**config.mk**
```make
export PLATFORM = sky130hd
export DESIGN_NAME = sssb_bank
export DESIGN_NICKNAME = d
export VERILOG_FILES = /design/src/shared/sssb_pkg.sv /design/src/sssb_sticky_reg.sv /design/src/sssb_wb_port.sv /design/src/sssb_bank.sv
export SDC_FILE = /design/constraint.sdc
export NUM_CORES = 1
export LEC_CHECK = 0
export BUFFER_PORTS_ARGS = -buffer_cell sky130_fd_sc_hd__clkbuf_2
export CELL_PAD_IN_SITES_DETAIL_PLACEMENT = 0
export CELL_PAD_IN_SITES_GLOBAL_PLACEMENT = 1
export CORE_MARGIN = 4
export CORE_UTILIZATION = 32
export CTS_BUF_LIST = sky130_fd_sc_hd__clkbuf_4
export DETAILED_ROUTE_END_ITERATION = 6
export PLACE_DENSITY = 0.85
export SLEW_MARGIN = 30
export SYNTH_ARGS = -nofsm -noshare
export SYNTH_HDL_FRONTEND = slang
export SYNTH_SLANG_ARGS = --single-unit
export TNS_END_PERCENT = 50
```
**constraint.sdc**
```tcl
create_clock -name clk_i -period 1.74 [get_ports clk_i]
set_input_delay 0.348 -clock clk_i [delete_from_list [all_inputs] [get_ports clk_i]]
set_output_delay 0.348 -clock clk_i [all_outputs]
set_load 0.02 [all_outputs]
```
**src/shared/sssb_pkg.sv**
```systemverilog
package sssb_pkg;

  // register width and reset value
  localparam int unsigned SSSB_DW = 8;
  localparam logic [7:0] SSSB_RESET = 8'h00;

  // word indices; byte address is four times the index
  localparam int unsigned SSSB_IDX_W = 10;
  localparam logic [9:0] SSSB_IDX_STEP_LOW = 10'h1AC;
  localparam logic [9:0] SSSB_IDX_STEP_HIGH = 10'h1AD;
  localparam logic [9:0] SSSB_IDX_MON = 10'h1B0;
  localparam logic [9:0] SSSB_IDX_CTRL = 10'h1B4;
  localparam logic [9:0] SSSB_IDX_IRQ_STAT = 10'h1B5;
  localparam logic [9:0] SSSB_IDX_IRQ_MASK = 10'h1B6;

  // implemented bits of each register
  localparam logic [7:0] SSSB_STEP_LOW_MASK = 8'hF3;
  localparam logic [7:0] SSSB_STEP_HIGH_MASK = 8'h3F;
  localparam logic [7:0] SSSB_MON_MASK = 8'h34;
  localparam logic [7:0] SSSB_MON_ALT_MASK = 8'hF4;
  localparam logic [7:0] SSSB_CTRL_MASK = 8'h01;
  localparam logic [7:0] SSSB_IRQ_MASK_BITS = 8'h07;

  // field positions
  localparam int unsigned SSSB_S1_D_BIT = 7;
  localparam int unsigned SSSB_S1_A_BIT = 4;
  localparam int unsigned SSSB_S0_B_BIT = 1;
  localparam int unsigned SSSB_S0_A_BIT = 0;
  localparam int unsigned SSSB_S3_B_BIT = 5;
  localparam int unsigned SSSB_S3_A_BIT = 4;
  localparam int unsigned SSSB_S2_D_BIT = 3;
  localparam int unsigned SSSB_S2_C_BIT = 2;
  localparam int unsigned SSSB_S2_A_BIT = 0;
  localparam int unsigned SSSB_MON_ALIGN_D_BIT = 7;
  localparam int unsigned SSSB_MON_ALIGN_C_BIT = 6;
  localparam int unsigned SSSB_MON_ALIGN_B_BIT = 5;
  localparam int unsigned SSSB_MON_ALIGN_A_BIT = 4;
  localparam int unsigned SSSB_MON_LOL_BIT = 2;
  localparam int unsigned SSSB_CTRL_ALT_BIT = 0;
  localparam int unsigned SSSB_IRQ_STEP_LOW_BIT = 0;
  localparam int unsigned SSSB_IRQ_STEP_HIGH_BIT = 1;
  localparam int unsigned SSSB_IRQ_MON_BIT = 2;

endpackage : sssb_pkg

```
**src/sssb_sticky_reg.sv**
```systemverilog
`timescale 1ns/1ps
module sssb_sticky_reg #(
  parameter int unsigned W = 8
) (
  input wire logic clk_i,
  input wire logic rst_i,
  input wire logic ce_i,
  input wire logic [W-1:0] set_i,
  input wire logic [W-1:0] clr_i,
  input wire logic [W-1:0] keep_i,
  output logic [W-1:0] flags_o,
  output logic event_o
);

  // set wins over clear; unimplemented bits stay zero
  always_ff @(posedge clk_i) begin
    if (rst_i) begin
      flags_o <= '0;
    end else if (ce_i) begin
      flags_o <= ((flags_o & ~clr_i) | set_i) & keep_i;
    end
  end

  assign event_o = ce_i & (|(set_i & keep_i));

endmodule : sssb_sticky_reg

```
**src/sssb_wb_port.sv**
```systemverilog
`timescale 1ns/1ps
module sssb_wb_port #(
  parameter int unsigned ADR_W = 12
) (
  input wire logic clk_i,
  input wire logic rst_i,
  input wire logic ce_i,
  input wire logic wb_cyc_i,
  input wire logic wb_stb_i,
  input wire logic [ADR_W-1:0] wb_adr_i,
  output logic wb_ack_o,
  output logic [ADR_W-3:0] idx_o,
  output logic cap_o,
  output logic done_o
);

  logic req;

  assign req = wb_cyc_i & wb_stb_i;
  assign idx_o = wb_adr_i[ADR_W-1:2];
  // load read data while waiting, commit on the edge that sees ack
  assign cap_o = ce_i & req & ~wb_ack_o;
  assign done_o = ce_i & req & wb_ack_o;

  always_ff @(posedge clk_i) begin
    if (rst_i) begin
      wb_ack_o <= 1'b0;
    end else if (ce_i) begin
      wb_ack_o <= req & ~wb_ack_o;
    end
  end

endmodule : sssb_wb_port

```
**src/sssb_bank.sv**
```systemverilog
// What this block does
// Phase-step completion of synth one dividers D, C, B, A latches bits 7..4 of the low step register.
// Phase-step completion of synth zero dividers B and A latches bits 1 and 0, with bits 3:2 reading zero.
// Phase-step completion of synth three dividers B and A latches bits 5 and 4 of the high step register.
// Phase-step completion of synth two dividers D, C, B, A latches bits 3..0 of the high step register.
// Alignment completion of synth zero dividers A and B sets bits 4 and 5 of the monitor register.
// Synth_unlocked_flag in synth zero sets bit 2 of the monitor register until acknowledged.
// In the alternate layout bits 7 and 6 latch alignment of dividers D and C, and bits 3, 1:0 read zero.
// A flag clears only on a write of one to it, and an event in the same cycle keeps it set; monitor bits 7:6 also clear on leaving alternate layout.
//
// Our own choice: the Wishbone register port.
`timescale 1ns/1ps
module sssb_bank
  import sssb_pkg::*;
#(
  parameter int unsigned ADR_W = 12
) (
  input wire logic clk_i,
  input wire logic rst_i,
  input wire logic ce_i,
  input wire logic wb_cyc_i,
  input wire logic wb_stb_i,
  input wire logic wb_we_i,
  input wire logic [ADR_W-1:0] wb_adr_i,
  input wire logic [3:0] wb_sel_i,
  input wire logic [31:0] wb_dat_i,
  output logic [31:0] wb_dat_o,
  output logic wb_ack_o,
  input wire logic s1_divider_d_step_done_i,
  input wire logic s1_divider_c_step_done_i,
  input wire logic s1_divider_b_step_done_i,
  input wire logic s1_divider_a_step_done_i,
  input wire logic s0_divider_b_step_done_i,
  input wire logic s0_divider_a_step_done_i,
  input wire logic s3_divider_b_step_done_i,
  input wire logic s3_divider_a_step_done_i,
  input wire logic s2_divider_d_step_done_i,
  input wire logic s2_divider_c_step_done_i,
  input wire logic s2_divider_b_step_done_i,
  input wire logic s2_divider_a_step_done_i,
  input wire logic s0_align_d_done_i,
  input wire logic s0_align_c_done_i,
  input wire logic s0_align_b_done_i,
  input wire logic s0_align_a_done_i,
  input wire logic synth_unlocked_flag_i,
  output logic irq_o
);

  localparam int unsigned IW = ADR_W - 2;

  generate
    if (ADR_W < SSSB_IDX_W + 2) begin : g_bad_adr
      $error("address width too small for the register map");
    end
  endgenerate

  logic [IW-1:0] idx;
  logic cap;
  logic done;
  logic wr_done;
  logic rd_done;
  logic hit_low;
  logic hit_high;
  logic hit_mon;
  logic hit_ctrl;
  logic hit_stat;
  logic hit_mask;
  logic [7:0] wr_byte;
  logic [7:0] step_low;
  logic [7:0] step_high;
  logic [7:0] mon;
  logic [7:0] ctrl;
  logic [7:0] irq_mask;
  logic [7:0] irq_stat;
  logic [7:0] set_low;
  logic [7:0] set_high;
  logic [7:0] set_mon;
  logic [7:0] clr_low;
  logic [7:0] clr_high;
  logic [7:0] clr_mon;
  logic [7:0] clr_stat;
  logic [7:0] set_stat;
  logic [7:0] mon_keep;
  logic [7:0] next_rd;
  logic ctrl_alt;
  logic ev_low;
  logic ev_high;
  logic ev_mon;

  sssb_wb_port #(
    .ADR_W(ADR_W)
  ) u_port (
    .clk_i(clk_i),
    .rst_i(rst_i),
    .ce_i(ce_i),
    .wb_cyc_i(wb_cyc_i),
    .wb_stb_i(wb_stb_i),
    .wb_adr_i(wb_adr_i),
    .wb_ack_o(wb_ack_o),
    .idx_o(idx),
    .cap_o(cap),
    .done_o(done)
  );

  // address decode
  assign hit_low = (idx == IW'(SSSB_IDX_STEP_LOW));
  assign hit_high = (idx == IW'(SSSB_IDX_STEP_HIGH));
  assign hit_mon = (idx == IW'(SSSB_IDX_MON));
  assign hit_ctrl = (idx == IW'(SSSB_IDX_CTRL));
  assign hit_stat = (idx == IW'(SSSB_IDX_IRQ_STAT));
  assign hit_mask = (idx == IW'(SSSB_IDX_IRQ_MASK));
  assign wr_done = done & wb_we_i & wb_sel_i[0];
  assign rd_done = done & ~wb_we_i;
  assign wr_byte = wb_dat_i[7:0];
  assign ctrl_alt = ctrl[SSSB_CTRL_ALT_BIT];

  // event vectors in register layout
  assign set_low = {s1_divider_d_step_done_i, s1_divider_c_step_done_i,
                    s1_divider_b_step_done_i, s1_divider_a_step_done_i, 2'b00,
                    s0_divider_b_step_done_i, s0_divider_a_step_done_i};
  assign set_high = {2'b00, s3_divider_b_step_done_i, s3_divider_a_step_done_i,
                     s2_divider_d_step_done_i, s2_divider_c_step_done_i,
                     s2_divider_b_step_done_i, s2_divider_a_step_done_i};
  assign set_mon = {s0_align_d_done_i, s0_align_c_done_i, s0_align_b_done_i, s0_align_a_done_i,
                    1'b0, synth_unlocked_flag_i, 2'b00};
  assign mon_keep = ctrl_alt ? SSSB_MON_ALT_MASK : SSSB_MON_MASK;

  // write one to acknowledge
  assign clr_low = (wr_done & hit_low) ? wr_byte : SSSB_RESET;
  assign clr_high = (wr_done & hit_high) ? wr_byte : SSSB_RESET;
  assign clr_mon = (wr_done & hit_mon) ? wr_byte : SSSB_RESET;
  // clear only what the read returned; an event caught while fetching stays pending
  assign clr_stat = (rd_done & hit_stat) ? wb_dat_o[7:0] : SSSB_RESET;

  sssb_sticky_reg #(
    .W(SSSB_DW)
  ) u_step_low (
    .clk_i(clk_i),
    .rst_i(rst_i),
    .ce_i(ce_i),
    .set_i(set_low),
    .clr_i(clr_low),
    .keep_i(SSSB_STEP_LOW_MASK),
    .flags_o(step_low),
    .event_o(ev_low)
  );

  sssb_sticky_reg #(
    .W(SSSB_DW)
  ) u_step_high (
    .clk_i(clk_i),
    .rst_i(rst_i),
    .ce_i(ce_i),
    .set_i(set_high),
    .clr_i(clr_high),
    .keep_i(SSSB_STEP_HIGH_MASK),
    .flags_o(step_high),
    .event_o(ev_high)
  );

  sssb_sticky_reg #(
    .W(SSSB_DW)
  ) u_mon (
    .clk_i(clk_i),
    .rst_i(rst_i),
    .ce_i(ce_i),
    .set_i(set_mon),
    .clr_i(clr_mon),
    .keep_i(mon_keep),
    .flags_o(mon),
    .event_o(ev_mon)
  );

  always_comb begin
    set_stat = SSSB_RESET;
    set_stat[SSSB_IRQ_STEP_LOW_BIT] = ev_low;
    set_stat[SSSB_IRQ_STEP_HIGH_BIT] = ev_high;
    set_stat[SSSB_IRQ_MON_BIT] = ev_mon;
  end

  // interrupt status, cleared by a read, set wins
  sssb_sticky_reg #(
    .W(SSSB_DW)
  ) u_irq_stat (
    .clk_i(clk_i),
    .rst_i(rst_i),
    .ce_i(ce_i),
    .set_i(set_stat),
    .clr_i(clr_stat),
    .keep_i(SSSB_IRQ_MASK_BITS),
    .flags_o(irq_stat),
    .event_o()
  );

  always_ff @(posedge clk_i) begin
    if (rst_i) begin
      ctrl <= SSSB_RESET;
    end else if (ce_i && wr_done && hit_ctrl) begin
      ctrl <= wr_byte & SSSB_CTRL_MASK;
    end
  end

  always_ff @(posedge clk_i) begin
    if (rst_i) begin
      irq_mask <= SSSB_RESET;
    end else if (ce_i && wr_done && hit_mask) begin
      irq_mask <= wr_byte & SSSB_IRQ_MASK_BITS;
    end
  end

  assign irq_o = |(irq_stat & irq_mask);

  // read mux; unmapped reads return zero
  always_comb begin
    next_rd = SSSB_RESET;
    if (hit_low) begin
      next_rd = step_low;
    end else if (hit_high) begin
      next_rd = step_high;
    end else if (hit_mon) begin
      next_rd = mon;
    end else if (hit_ctrl) begin
      next_rd = ctrl;
    end else if (hit_stat) begin
      next_rd = irq_stat;
    end else if (hit_mask) begin
      next_rd = irq_mask;
    end
  end

  always_ff @(posedge clk_i) begin
    if (rst_i) begin
      wb_dat_o <= 32'h00000000;
    end else if (cap) begin
      wb_dat_o <= {24'h000000, next_rd};
    end
  end
endmodule : sssb_bank

```
==> flow_summary.json <==
{
  "critPathTopFamily": "flip-flops",
  "die_w_um": 85.8,
  "ant_nets": 0,
  "ys_seq_area_share_pct": 34.1,
  "io_pins": 105,
  "critPathBufInv": 2,
  "netlist_area_mm2": 0.00194,
  "worstSetupStartpointType": "flip-flop",
  "finalCoreUtilization_pct": 40.5,
  "drc": 0,
  "dr.pass1.iters": 4,
  "drive_above_1_share_pct": 29.8,
  "holdBufCountCts": 0,
  "cp.depth": 3,
  "synthToLayoutAreaGrowth_pct": 23.2,
  "grt_pass1_vias": 1895,
  "cts_tree": "done",
  "min_path_cells": 3,
  "async_flop_share_pct": 0,
  "rsz0062_at_grt": "no",
  "cts_resized": 0,
  "num_antenna_cells": 0,
  "start_util_pct": 32.9,
  "io_buffers": 51,
  "cts_buffers": 5,
  "drt-initial-drc-count": 129,
  "grt_pass1_wl_um": 9080,
  "finalWirelength_um": 5700,
  "ys_warn_count": 0,
  "cpMaxStageDelayCell": "dfxtp_1",
  "r2r_cells": 4,
  "ys.flop_type": "dfxtp_1",
  "critPathMaxStageDelay_ns": 0.34,
  "cts_max_path_buffers": 2,
  "routed_via_density": 5.25,
  "synth_cell_types": 43,
  "rows": 28,
  "skew_ns": 0.00651,
  "antenna_found_initial": 0,
  "cp_max_fo": 3,
  "grt_usage_pct": 15.4,
  "die_h_um": 85.8,
  "synth-seq-cells": 33,
  "power.density_mw_per_mm2": 635,
  "outcome": "finished, final reports clean",
  "design_area_mm2": 0.00238,
  "power.total_uw": 1510,
  "p_leak_uw": 0.00104,
  "cts-root-buf": "clkbuf_4",
  "htreeDepth": 2,
  "crit_required_ns": 1.39,
  "hpwlAfterDp_um": 4570,
  "crit_arrival_ns": 1.24,
  "path_cells": "a222oi_1, inv_1, clkbuf_2",
  "final_max_slew_viol_count": 0,
  "clk_latency_ns": 0.32,
  "end_kind": "output pin",
  "vias": 2017,
  "crit_type": "reg -> out",
  "fin_crit_ns": 1.59,
  "clock-sinks": 33,
  "gp_congestion": 0.842,
  "irDropWorstVdd_v": 0.000394,
  "synth-edff-count": 0,
  "dieArea_mm2": 0.00736,
  "avgRoutedWirePerCell_um": 14.8,
  "clk_pin_slew_ns": 0.10,
  "fin_ws_ns": 0.148,
  "hold_viol": 0,
  "timing.hold.ws_ns": 0.252,
  "worst_hold_path_type": "in -> reg",
  "grt_max_degree": 26,
  "netlist_instances": 241,
  "setup_viol": 0,
  "placed_area_mm2": 0.00234,
  "grt.overflow.total": 0,
  "dp_slack_ns": -0.0547,
  "drv_cap": 0,
  "layout.nets": 380,
  "postCtsSetupBuffers": 0,
  "avgSynthCellArea_um2": 8.03,
  "fmax_ghz": 0.628,
  "core-area_mm2": 0.00589,
  "finalCritPeriodShare_pct": 91.5
}
## layout by cell type, fill, tap and decap left out, types with 6 or more instances in the layout
cell | Yosys | routed
clkbuf_2 | 0 | 51
dfxtp_1 | 33 | 33
a21oi_1 | 30 | 30
conb_1 | 1 | 24
buf_4 | 24 | 24
nand2_1 | 21 | 21
o31ai_1 | 14 | 14
inv_1 | 13 | 13
nor2_1 | 9 | 9
o21ai_0 | 9 | 9
nand4_1 | 7 | 7
nor2b_1 | 6 | 6
a221oi_1 | 6 | 6
clkbuf_4 | 0 | 6
## flip-flops by register name, indices dropped and copies added (netlist names)
signal,count
irq_mask,3
u_irq_stat.flags_o,3
wb_dat_o,8
u_step_low.flags_o,6
ctrl,1
u_port.wb_ack_o,1
u_mon.flags_o,5
u_step_high.flags_o,6
## worst paths after layout
check,startpoint,end,slack (ns)
max reg2reg,u_port.wb_ack_o,wb_dat_o[4],0.28
min reg2reg,wb_dat_o[3],wb_dat_o[3],0.47
max,u_irq_stat.flags_o[2],irq_o,0.15
min,s3_divider_a_step_done_i,u_step_high.flags_o[4],0.25
## power by group
| part | total, uW | internal [uW] | switching [uW] |
|---|---|---|---|
| Clock | 401 | 162 | 239 |
| Sequential | 812 | 791 | 20.7 |
| Combinational | 300 | 119 | 182 |
## worst register-to-register path, stage by stage, from the launching register on
cell	delay, ns
dfxtp_1	0.35
nand4b_1	0.37
buf_4	0.28
a221oi_1	0.26
nor3_1	0.09
## synth_stat cells, types with 4 or more instances
| cell type | number | area, um2 |
|---|---|---|
| mux2_2 | 4 | 45.0 |
| dfxtp_1 | 33 | 661 |
| buf_4 | 24 | 180 |
| nand3_1 | 5 | 25.0 |
| and3_1 | 4 | 25.0 |
| o21ai_0 | 9 | 45.0 |
| nor2b_1 | 6 | 37.5 |
| clkbuf_1 | 12 | 45.0 |
| inv_1 | 13 | 48.8 |
| nand2_1 | 21 | 78.8 |
| a221oi_1 | 6 | 52.6 |
| o31ai_1 | 14 | 105 |
| nor3_1 | 5 | 25.0 |
| nor2_1 | 9 | 33.8 |
| a21oi_1 | 30 | 150 |
| nand4_1 | 7 | 43.8 |
## metal layers
layer	wire (um)	up-vias	GRT usage (%)
li1	-	972	-
met1	2570	946	20.8
met2	2630	85	24.6
met3	380	14	3.27
met4	112	0	4.75
met5	0	-	0
## through the flow
stage	std cells	TNS, ns
finish	384	0
global placement	377	-0.185
detailed placement	377	-0.290
floorplan	264	0
CTS	384	0
global route	384	0
## logic make-up (layout without fill, tap and decap cells)
kind of cell	Yosys count	after routing	share of synthesized area [%]
and+or+nand+nor	80	80	24.9
AOI/OAI and AO/OA	72	72	23.8
DFF	33	33	34.1
muxes	4	4	2.33
other	1	24	0.194
buffers and inverters	51	96	14.7
## cell type report
class | count | area, um2
Tap cell | 75 | 93.8
Sequential cell | 33 | 661
Fill cell | 650 | 3500
Timing Repair Buffer | 76 | 455
Inverter | 13 | 48.8
Multi-Input combinational cell | 180 | 1080
Clock inverter | 1 | 3.75
Clock buffer | 6 | 45.0
(Power assumes the default switching activity.)
